==> src/sysref_clk_consts.svh <==
// Purpose: Offsets, field positions and reset values of the clock/SYSREF register bank
// Assumes: Byte-wide register port, one byte per address, wide registers little endian
// Notes: Definitions only
`ifndef SYSREF_CLK_CONSTS_SVH
`define SYSREF_CLK_CONSTS_SVH

`define ADDR_W 8
`define DATA_W 8
`define POS_W 24

`define CTL_ADDR 8'h2a
`define TUNE_ADDR 8'h2b
`define POS_ADDR0 8'h2c
`define POS_ADDR1 8'h2d
`define POS_ADDR2 8'h2e

`define CTL_RESET 8'h00
`define TUNE_RESET 8'h11
`define POS_RESET 24'h00_0000
`define RDATA_IDLE 8'h00

`define CTL_MARKER_BIT 3
`define CTL_DEVCLK_DC_BIT 2
`define CTL_SYSREF_DC_BIT 1
`define CTL_INVERT_BIT 0
`define TUNE_GAIN_BIT 4
`define TUNE_NOISE_BIT 2
`define TUNE_DELAY_HI 1
`define TUNE_DELAY_LO 0

`define POS_BYTE1_LO 8
`define POS_BYTE2_LO 16

`endif

==> src/sysref_clk_pkg.sv <==
// Purpose: Types shared by the clock/SYSREF register bank
// Assumes: Constants header holds all numbers
// Notes: Packed structs carry the register port and the analog controls
package sysref_clk_pkg;
    `include "sysref_clk_consts.svh"

    typedef struct packed {
        logic wr;
        logic rd;
        logic [`ADDR_W-1:0] addr;
        logic [`DATA_W-1:0] wdata;
    } reg_req_t;

    typedef struct packed {
        logic rvalid;
        logic [`DATA_W-1:0] rdata;
    } reg_rsp_t;

    typedef struct packed {
        logic device_clock_dc_coupled_mode;
        logic sysref_dc_coupled_mode;
        logic sysref_polarity_invert;
        logic feedback_gain_high;
        logic analog_supply_noise_suppress;
        logic [1:0] sampling_clock_delay_select;
    } clk_controls_t;
endpackage : sysref_clk_pkg

==> src/sysref_position_capture.sv <==
// Purpose: Synchronise SYSREF and its phase taps, apply polarity, capture edge position
// Assumes: sysref and taps arrive asynchronously to mclk
// Notes: A level counts once the second and third stages agree
`timescale 1ns/1ns
`include "sysref_clk_consts.svh"
module sysref_position_capture
    import sysref_clk_pkg::*;
#(
    parameter int TAP_W = 24
) (
    input wire logic mclk,
    input wire logic rst,
    input wire logic sysref,
    input wire logic [TAP_W-1:0] sysref_phase_taps,
    input wire logic invert,
    output logic sysref_aligned,
    output logic [TAP_W-1:0] position,
    output logic captured
);
    initial begin
        if (TAP_W < 1) $error("TAP_W must be positive");
    end

    logic [2:0] ref_sync;
    logic [TAP_W-1:0] tap_s1, tap_s2, tap_s3;
    logic ref_level;
    logic aligned_q;
    wire ref_agree = (ref_sync[1] == ref_sync[2]);
    wire next_aligned = ref_level ^ invert;
    wire edge_seen = next_aligned & ~aligned_q;

    always_ff @(posedge mclk) begin
        ref_sync <= {ref_sync[1:0], sysref};
        tap_s1 <= sysref_phase_taps;
        tap_s2 <= tap_s1;
        tap_s3 <= tap_s2;
    end

    always_ff @(posedge mclk) begin
        if (rst) begin
            ref_level <= 1'b0;
            aligned_q <= 1'b0;
            position <= TAP_W'(`POS_RESET);
            captured <= 1'b0;
        end else begin
            if (ref_agree) ref_level <= ref_sync[2];
            aligned_q <= next_aligned;
            if (edge_seen) begin
                position <= tap_s3;
                captured <= 1'b1;
            end
        end
    end

    assign sysref_aligned = aligned_q;
endmodule : sysref_position_capture

==> src/sysref_clock_control_regs.sv <==
// Purpose: Clock and SYSREF input control registers with SYSREF capture position status
// Assumes: Byte register port behind the configuration serial port, mclk domain
// Notes: Read data appears one cycle after the read strobe
// How it works
// Input control register at 0x2A, resets zero
// Both marker enables put SYSREF on LSB
// Host uses marker only with decimation one
// Bit 2 selects DC-coupled clock input
// Bit 1 selects DC-coupled SYSREF input
// Bit 0 inverts SYSREF before alignment
// Tuning register at 0x2B, resets 0x11
// Bit 4 high feedback gain, resets 1
// Bit 2 enables analog supply noise suppression
// Bits 1:0 one-hot sampling delay, reset 1
// 24-bit read-only capture position at 0x2C
// Position reports SYSREF edge versus clock
// Reserved bits store; position writes ignored
`timescale 1ns/1ns
`include "sysref_clk_consts.svh"
module sysref_clock_control_regs
    import sysref_clk_pkg::*;
#(
    parameter int SAMPLE_W = 12,
    parameter int TAP_W = 24
) (
    input wire logic mclk,
    input wire logic rst,
    input wire reg_req_t req,
    output reg_rsp_t rsp,
    input wire logic sysref,
    input wire logic [TAP_W-1:0] sysref_phase_taps,
    input wire logic sample_marker_enable,
    input wire logic [SAMPLE_W-1:0] sample_in,
    output logic [SAMPLE_W-1:0] sample_out,
    output logic sysref_marker_active,
    output clk_controls_t controls
);
    initial begin
        if (TAP_W != `POS_W) $error("TAP_W must match the position register width");
        if (SAMPLE_W < 2) $error("SAMPLE_W must be at least 2");
    end

    function automatic logic addr_hit(input logic [`ADDR_W-1:0] a,
                                      input logic [`ADDR_W-1:0] b);
        addr_hit = (a == b);
    endfunction : addr_hit

    logic [`DATA_W-1:0] sysref_clock_input_control;
    logic [`DATA_W-1:0] sampling_clock_tuning;
    logic [TAP_W-1:0] sysref_capture_position;
    logic captured;
    logic sysref_aligned;
    logic [`DATA_W-1:0] rdata_q;
    logic rvalid_q;

    // Address decode
    wire hit_ctl = addr_hit(req.addr, `CTL_ADDR);
    wire hit_tune = addr_hit(req.addr, `TUNE_ADDR);
    wire hit_pos0 = addr_hit(req.addr, `POS_ADDR0);
    wire hit_pos1 = addr_hit(req.addr, `POS_ADDR1);
    wire hit_pos2 = addr_hit(req.addr, `POS_ADDR2);
    wire wr_ctl = req.wr & hit_ctl;
    wire wr_tune = req.wr & hit_tune;

    // Read selection; unmapped bytes read as zero
    wire [`DATA_W-1:0] pos_b0 = sysref_capture_position[`POS_BYTE1_LO-1:0];
    wire [`DATA_W-1:0] pos_b1 = sysref_capture_position[`POS_BYTE2_LO-1:`POS_BYTE1_LO];
    wire [`DATA_W-1:0] pos_b2 = sysref_capture_position[`POS_W-1:`POS_BYTE2_LO];
    wire [`DATA_W-1:0] next_rdata =
        hit_ctl  ? sysref_clock_input_control :
        hit_tune ? sampling_clock_tuning :
        hit_pos0 ? pos_b0 :
        hit_pos1 ? pos_b1 :
        hit_pos2 ? pos_b2 : `RDATA_IDLE;

    // Timestamp marker selection
    wire marker_sel = sysref_clock_input_control[`CTL_MARKER_BIT] & sample_marker_enable;
    wire [SAMPLE_W-1:0] next_sample =
        marker_sel ? {sample_in[SAMPLE_W-1:1], sysref_aligned} : sample_in;

    always_ff @(posedge mclk) begin
        if (rst) begin
            sysref_clock_input_control <= `CTL_RESET;
        end else if (wr_ctl) begin
            sysref_clock_input_control <= req.wdata;
        end
    end

    always_ff @(posedge mclk) begin
        if (rst) begin
            sampling_clock_tuning <= `TUNE_RESET;
        end else if (wr_tune) begin
            sampling_clock_tuning <= req.wdata;
        end
    end

    always_ff @(posedge mclk) begin
        if (rst) begin
            rdata_q <= `RDATA_IDLE;
            rvalid_q <= 1'b0;
        end else begin
            rvalid_q <= req.rd;
            if (req.rd) rdata_q <= next_rdata;
        end
    end

    always_ff @(posedge mclk) begin
        if (rst) begin
            sample_out <= '0;
            sysref_marker_active <= 1'b0;
        end else begin
            sample_out <= next_sample;
            sysref_marker_active <= marker_sel;
        end
    end

    // Position register is written only by the capture logic
    sysref_position_capture #(
        .TAP_W(TAP_W)
    ) u_capture (
        .mclk(mclk),
        .rst(rst),
        .sysref(sysref),
        .sysref_phase_taps(sysref_phase_taps),
        .invert(sysref_clock_input_control[`CTL_INVERT_BIT]),
        .sysref_aligned(sysref_aligned),
        .position(sysref_capture_position),
        .captured(captured)
    );

    assign rsp.rvalid = rvalid_q;
    assign rsp.rdata = rdata_q;

    // Analog control outputs come straight from register bits
    assign controls.device_clock_dc_coupled_mode =
        sysref_clock_input_control[`CTL_DEVCLK_DC_BIT];
    assign controls.sysref_dc_coupled_mode =
        sysref_clock_input_control[`CTL_SYSREF_DC_BIT];
    assign controls.sysref_polarity_invert =
        sysref_clock_input_control[`CTL_INVERT_BIT];
    assign controls.feedback_gain_high = sampling_clock_tuning[`TUNE_GAIN_BIT];
    assign controls.analog_supply_noise_suppress =
        sampling_clock_tuning[`TUNE_NOISE_BIT];
    assign controls.sampling_clock_delay_select =
        sampling_clock_tuning[`TUNE_DELAY_HI:`TUNE_DELAY_LO];
endmodule : sysref_clock_control_regs

==> config.mk <==
export PLATFORM = sky130hd
export DESIGN_NAME = sysref_clock_control_regs
export DESIGN_NICKNAME = d
export VERILOG_FILES = /design/src/sysref_clk_pkg.sv /design/src/sysref_position_capture.sv /design/src/sysref_clock_control_regs.sv
export VERILOG_INCLUDE_DIRS = /design/src
export SDC_FILE = /design/constraint.sdc
export NUM_CORES = 1
export LEC_CHECK = 0
export BUFFER_PORTS_ARGS = -buffer_cell sky130_fd_sc_hd__clkbuf_2
export CAP_MARGIN = 20
export CORE_UTILIZATION = 53
export DETAILED_ROUTE_END_ITERATION = 8
export GPL_ROUTABILITY_DRIVEN = 0
export PLACE_DENSITY = 0.84
export SYNTH_ARGS = -nofsm -noshare
export SYNTH_HDL_FRONTEND = slang
export SYNTH_SLANG_ARGS = --single-unit
==> constraint.sdc <==
create_clock -name mclk -period 2.1 [get_ports mclk]
set_clock_uncertainty 0.1 [all_clocks]
set_input_delay 0.63 -clock mclk [delete_from_list [all_inputs] [get_ports mclk]]
set_output_delay 0.63 -clock mclk [all_outputs]
set_load 0.005 [all_outputs]
==> PnR_summary.wiki <==
{| class="wikitable"
! Metric !! Value
|-
| Number of setup buffers added after CTS || 0
|-
| Area growth from synthesis to final layout || 27.3%
|-
| Vias per cell || 4.92
|-
| Post-placement worst setup slack || -268 ps
|-
| Net count after synthesis || 435
|-
| Depth of the CTS H-tree || 4
|-
| Commonest non-fill, non-tap cells in the layout || sky130_fd_sc_hd__dfxtp_1 (139), sky130_fd_sc_hd__clkbuf_2 (86), sky130_fd_sc_hd__nand2_1 (52)
|-
| Pin count of the biggest net entering global routing || 34
|-
| Initial cell density of the core || between 50% and 60%
|-
| Area share of fa/ha/maj cells after synthesis || 0%
|-
| Number of max-cap violations || 0
|-
| Post-CTS clock slew at the launch and capture registers of the worst setup and hold paths || 60 ps
|-
| Non-Filler Instances || slightly below 600
|-
| Global-route usage over all layers || 21.2%
|-
| Start point of the worst hold path || sysref
|-
| FMAX || 544 MHz
|-
| Synthesized-area fraction occupied by xor and xnor cells || 0.214%
|-
| CP endpoint kind || flip-flop
|-
| Reg2Reg Depth || 4
|-
| Post-route antenna net violation count || 0
|-
| Max-slew headroom || roughly 57%
|-
| Fraction of power consumed by the clock network || 49.0%
|-
| Placed cell area || 4610 um2
|-
| Total of fill cells in the finished design || 517
|-
| Via count of the first global-routing pass || 2763
|-
| Part of the Yosys area used for sequential elements || 68.0%
|-
| Post-route setup slack || 263 ps
|-
| Nets || 523
|-
| Required arrival time at the worst endpoint || 2460 ps
|-
| Final cycle utilization of the critical path || 87.5%
|-
| LEAKAGE || 0.00226 uW
|-
| Maximum net fanout on the critical path || 8
|-
| Data arrival, critical path || 2190 ps
|-
| Synth unique cells || 26
|-
| R2R Setup Slk || 390 ps
|-
| Final-layout worst hold slack || 112 ps
|-
| Dominant combinational cell family by area after synthesis || simple AND/OR/NAND/NOR gates
|-
| Wire length of the first global-routing pass || 13.1 mm
|-
| Count of hold buffers inserted by post-cts repair || 0
|-
| Worst path bufs/invs || 1
|-
| Detailed-route wire length || 7.65 mm
|-
| Buffer type at the clock tree root || sky130_fd_sc_hd__clkbuf_8
|-
| Switching part of the total || 21.8%
|-
| Average footprint of a synthesized cell || around 11 um2
|-
| CTS Sinks || 139
|-
| Share of synthesized area spent on multiplexers || 3.42%
|-
| RSZ-0062 raised after global routing || false
|-
| Max Transition Viols Final || 0
|-
| Status || finished, final reports clean
|-
| Clock tree from TritonCTS || done
|-
| Chip height || 89.9 um
|-
| Complex-gate fraction of the synthesized area || 9.91%
|-
| Min-delay worst type || input pin to flip-flop
|-
| Basic-gate share of the synthesized area counting and, or, nand and nor cells || 14.4%
|-
| Post-synthesis register bit count || 139
|-
| Row cnt || 31
|-
| Ports placed on the boundary || 87
|-
| Final period demand of the worst path || 1840 ps
|-
| Terminus of the critical flop-to-flop path || u_capture.position[8]
|-
| Clock buffers created by TritonCTS || 17
|-
| Initial antenna violation count || 0
|-
| Internal power || 4650 uW
|-
| Startpoint of the most critical register-to-register path || sysref_clock_input_control[0]
|-
| Chain of cells forming the critical path || clkbuf_2 > nor4b_4 > nand3_2 > a2111oi_0 > o221a_2
|-
| Drt drc || 0
|-
| Largest incremental delay on the critical path || 600 ps
|-
| Final Hold Viols || 0
|-
| CP startpoint kind || input pin
|-
| Most common library cell in the layout ignoring fill and taps || sky130_fd_sc_hd__dfxtp_1
|-
| Part of the power in combinational logic || 3.9%
|-
| Slew at the pin with the worst max-slew slack || 632 ps
|-
| Top Family by Delay on Critical Path || compound AO/OA/AOI/OAI gates
|-
| Proportion of layout cells with a drive suffix above 1 || 27.8%
|-
| Path type of the worst setup path || input pin to flip-flop
|-
| Design Power || about 6000 uW
|-
| Net switching power || 1300 uW
|-
| Power share of the sequential group || 47.1%
|-
| Placeable core region || 7370 um2
|-
| DP Cell Count || 545
|-
| Overall die width || 89.9 um
|-
| DIE AREA || 8080 um2
|-
| Number of gates resized after cts || 0
|-
| Worst ir drop on vdd || 0.748 mV
|-
| Latest clock arrival within the worst-skew pair || 510 ps
|-
| Cell Area, Synth || about 4100 um2
|-
| Total power per unit cell area || 1140 nW/um2
|-
| Detailed Place HPWL || around 5.2 mm
|-
| Final number of setup-violating endpoints || 0
|-
| CTS max path bufs || 2
|-
| Number of vias after detailed routing || 2840
|-
| YS warnings || 0
|-
| Wirelength per Cell || 13.3 um
|-
| Synthesized instance count || roughly 380
|-
| Cell count of the worst hold path || 1
|-
| Number of violations reported at the end of detailed-routing iteration 0 || 144
|-
| Cell with the largest stage delay on the worst path || sky130_fd_sc_hd__a2111oi_0
|-
| Number of I/O port buffers || between 80 and 90
|-
| Grt total ovfl || 0
|-
| Pre-antenna DRT Iters || 4
|-
| Post-layout instance area || 5210 um2
|-
| Antenna Diode Count || 0
|-
| Worst Hold End || u_capture.ref_sync[0]
|}
-- cell type report --
type | count | area, um2 | area share [%]
clock buffer | 19 | 442 | 8.48
clock inverter | 13 | 154 | 2.95
inverter | 9 | 33.8 | 0.649
multi-input combinational | 202 | 1140 | 21.9
sequential | 139 | 2780 | 53.4
tap | 99 | 124 | 2.38
timing repair buffer | 96 | 531 | 10.2
-- power groups by stage --
stage	clock network [uW]	registers [uW]	logic [uW]
3_3_place_gp	0	2850	224
5_1_grt	3100	2810	262
4_1_cts	2970	2800	234
3_5_place_dp	0	2860	230
6_report	2910	2800	234
2_1_floorplan	0	2850	119
-- cell usage after synthesis, drive strengths merged --
master / count / share of area [%]
a21boi: 8 / 1.5
a2111oi: 8 / 1.7
nor4b: 1 / 0.58
inv: 9 / 0.83
a21oi: 28 / 3.4
and3b: 1 / 0.21
nand4b: 1 / 0.21
mux2i: 14 / 3.4
or2: 1 / 0.15
dfxtp: 139 / 68
xnor2: 1 / 0.21
nor2b: 20 / 3.1
clkbuf: 17 / 1.6
o221a: 8 / 2.2
nand3: 2 / 0.37
nand4bb: 1 / 0.28
buf: 10 / 1.7
nor3: 2 / 0.24
nand4: 1 / 0.31
nor2: 43 / 3.9
and4b: 1 / 0.24
o21ai: 9 / 1.1
nand2: 52 / 4.8
-- sequential cells by signal, indices dropped and copies added, names as in the netlist --
signal	cells
rdata_q	8
rvalid_q	1
sysref_clock_input_control	8
u_capture.position	24
u_capture.tap_s2	24
sample_out	12
u_capture.sysref_aligned	1
u_capture.tap_s3	24
sampling_clock_tuning	8
u_capture.ref_level	1
u_capture.ref_sync	3
sysref_marker_active	1
u_capture.tap_s1	24
-- worst max path at each step --
stage          startpoint         end  slack [ps]  cells after the start
2_1_floorplan     req[15]  rdata_q[0]         200                      4
3_3_place_gp      req[15]  rdata_q[6]          -5                      5
3_5_place_dp      req[15]  rdata_q[6]        -270                      5
4_1_cts           req[15]  rdata_q[6]         280                      5
5_1_grt           req[15]  rdata_q[6]         200                      5
6_report          req[15]  rdata_q[6]         260                      5
-- layer usage --
layer	track usage (%)	wire length, um	up-vias
li1	-	-	1422
met1	23.8	3230	1276
met2	35.1	3700	125
met3	7.70	478	17
met4	11.6	242	0
met5	0	0	-
-- worst reg2reg max path: stages, from the launching register on --
cell	delay [ps]
sky130_fd_sc_hd__dfxtp_1	340
sky130_fd_sc_hd__xnor2_1	400
sky130_fd_sc_hd__or2_2	460
sky130_fd_sc_hd__nand2_1	140
sky130_fd_sc_hd__a21oi_1	190
-- stage by stage --
stage,utilization [%],setup TNS (ps)
after global routing,70.7,0
after global placement,62.6,-4.52
after detailed placement,62.6,-819
after CTS,70.7,0
after floorplan,-,0
final,70.7,0
-- logic make-up (layout without fill, tap and decap cells) --
| family | count (synthesis) | in the layout |
|---|---|---|
| flip-flops | 139 | 139 |
| AND/OR/NAND/NOR | 126 | 126 |
| AO/OA/AOI/OAI | 61 | 61 |
| buffers and inverters | 36 | 137 |
| multiplexers | 14 | 14 |
| XOR/XNOR | 1 | 1 |
Note: power is estimated with default switching activity, not from simulation.
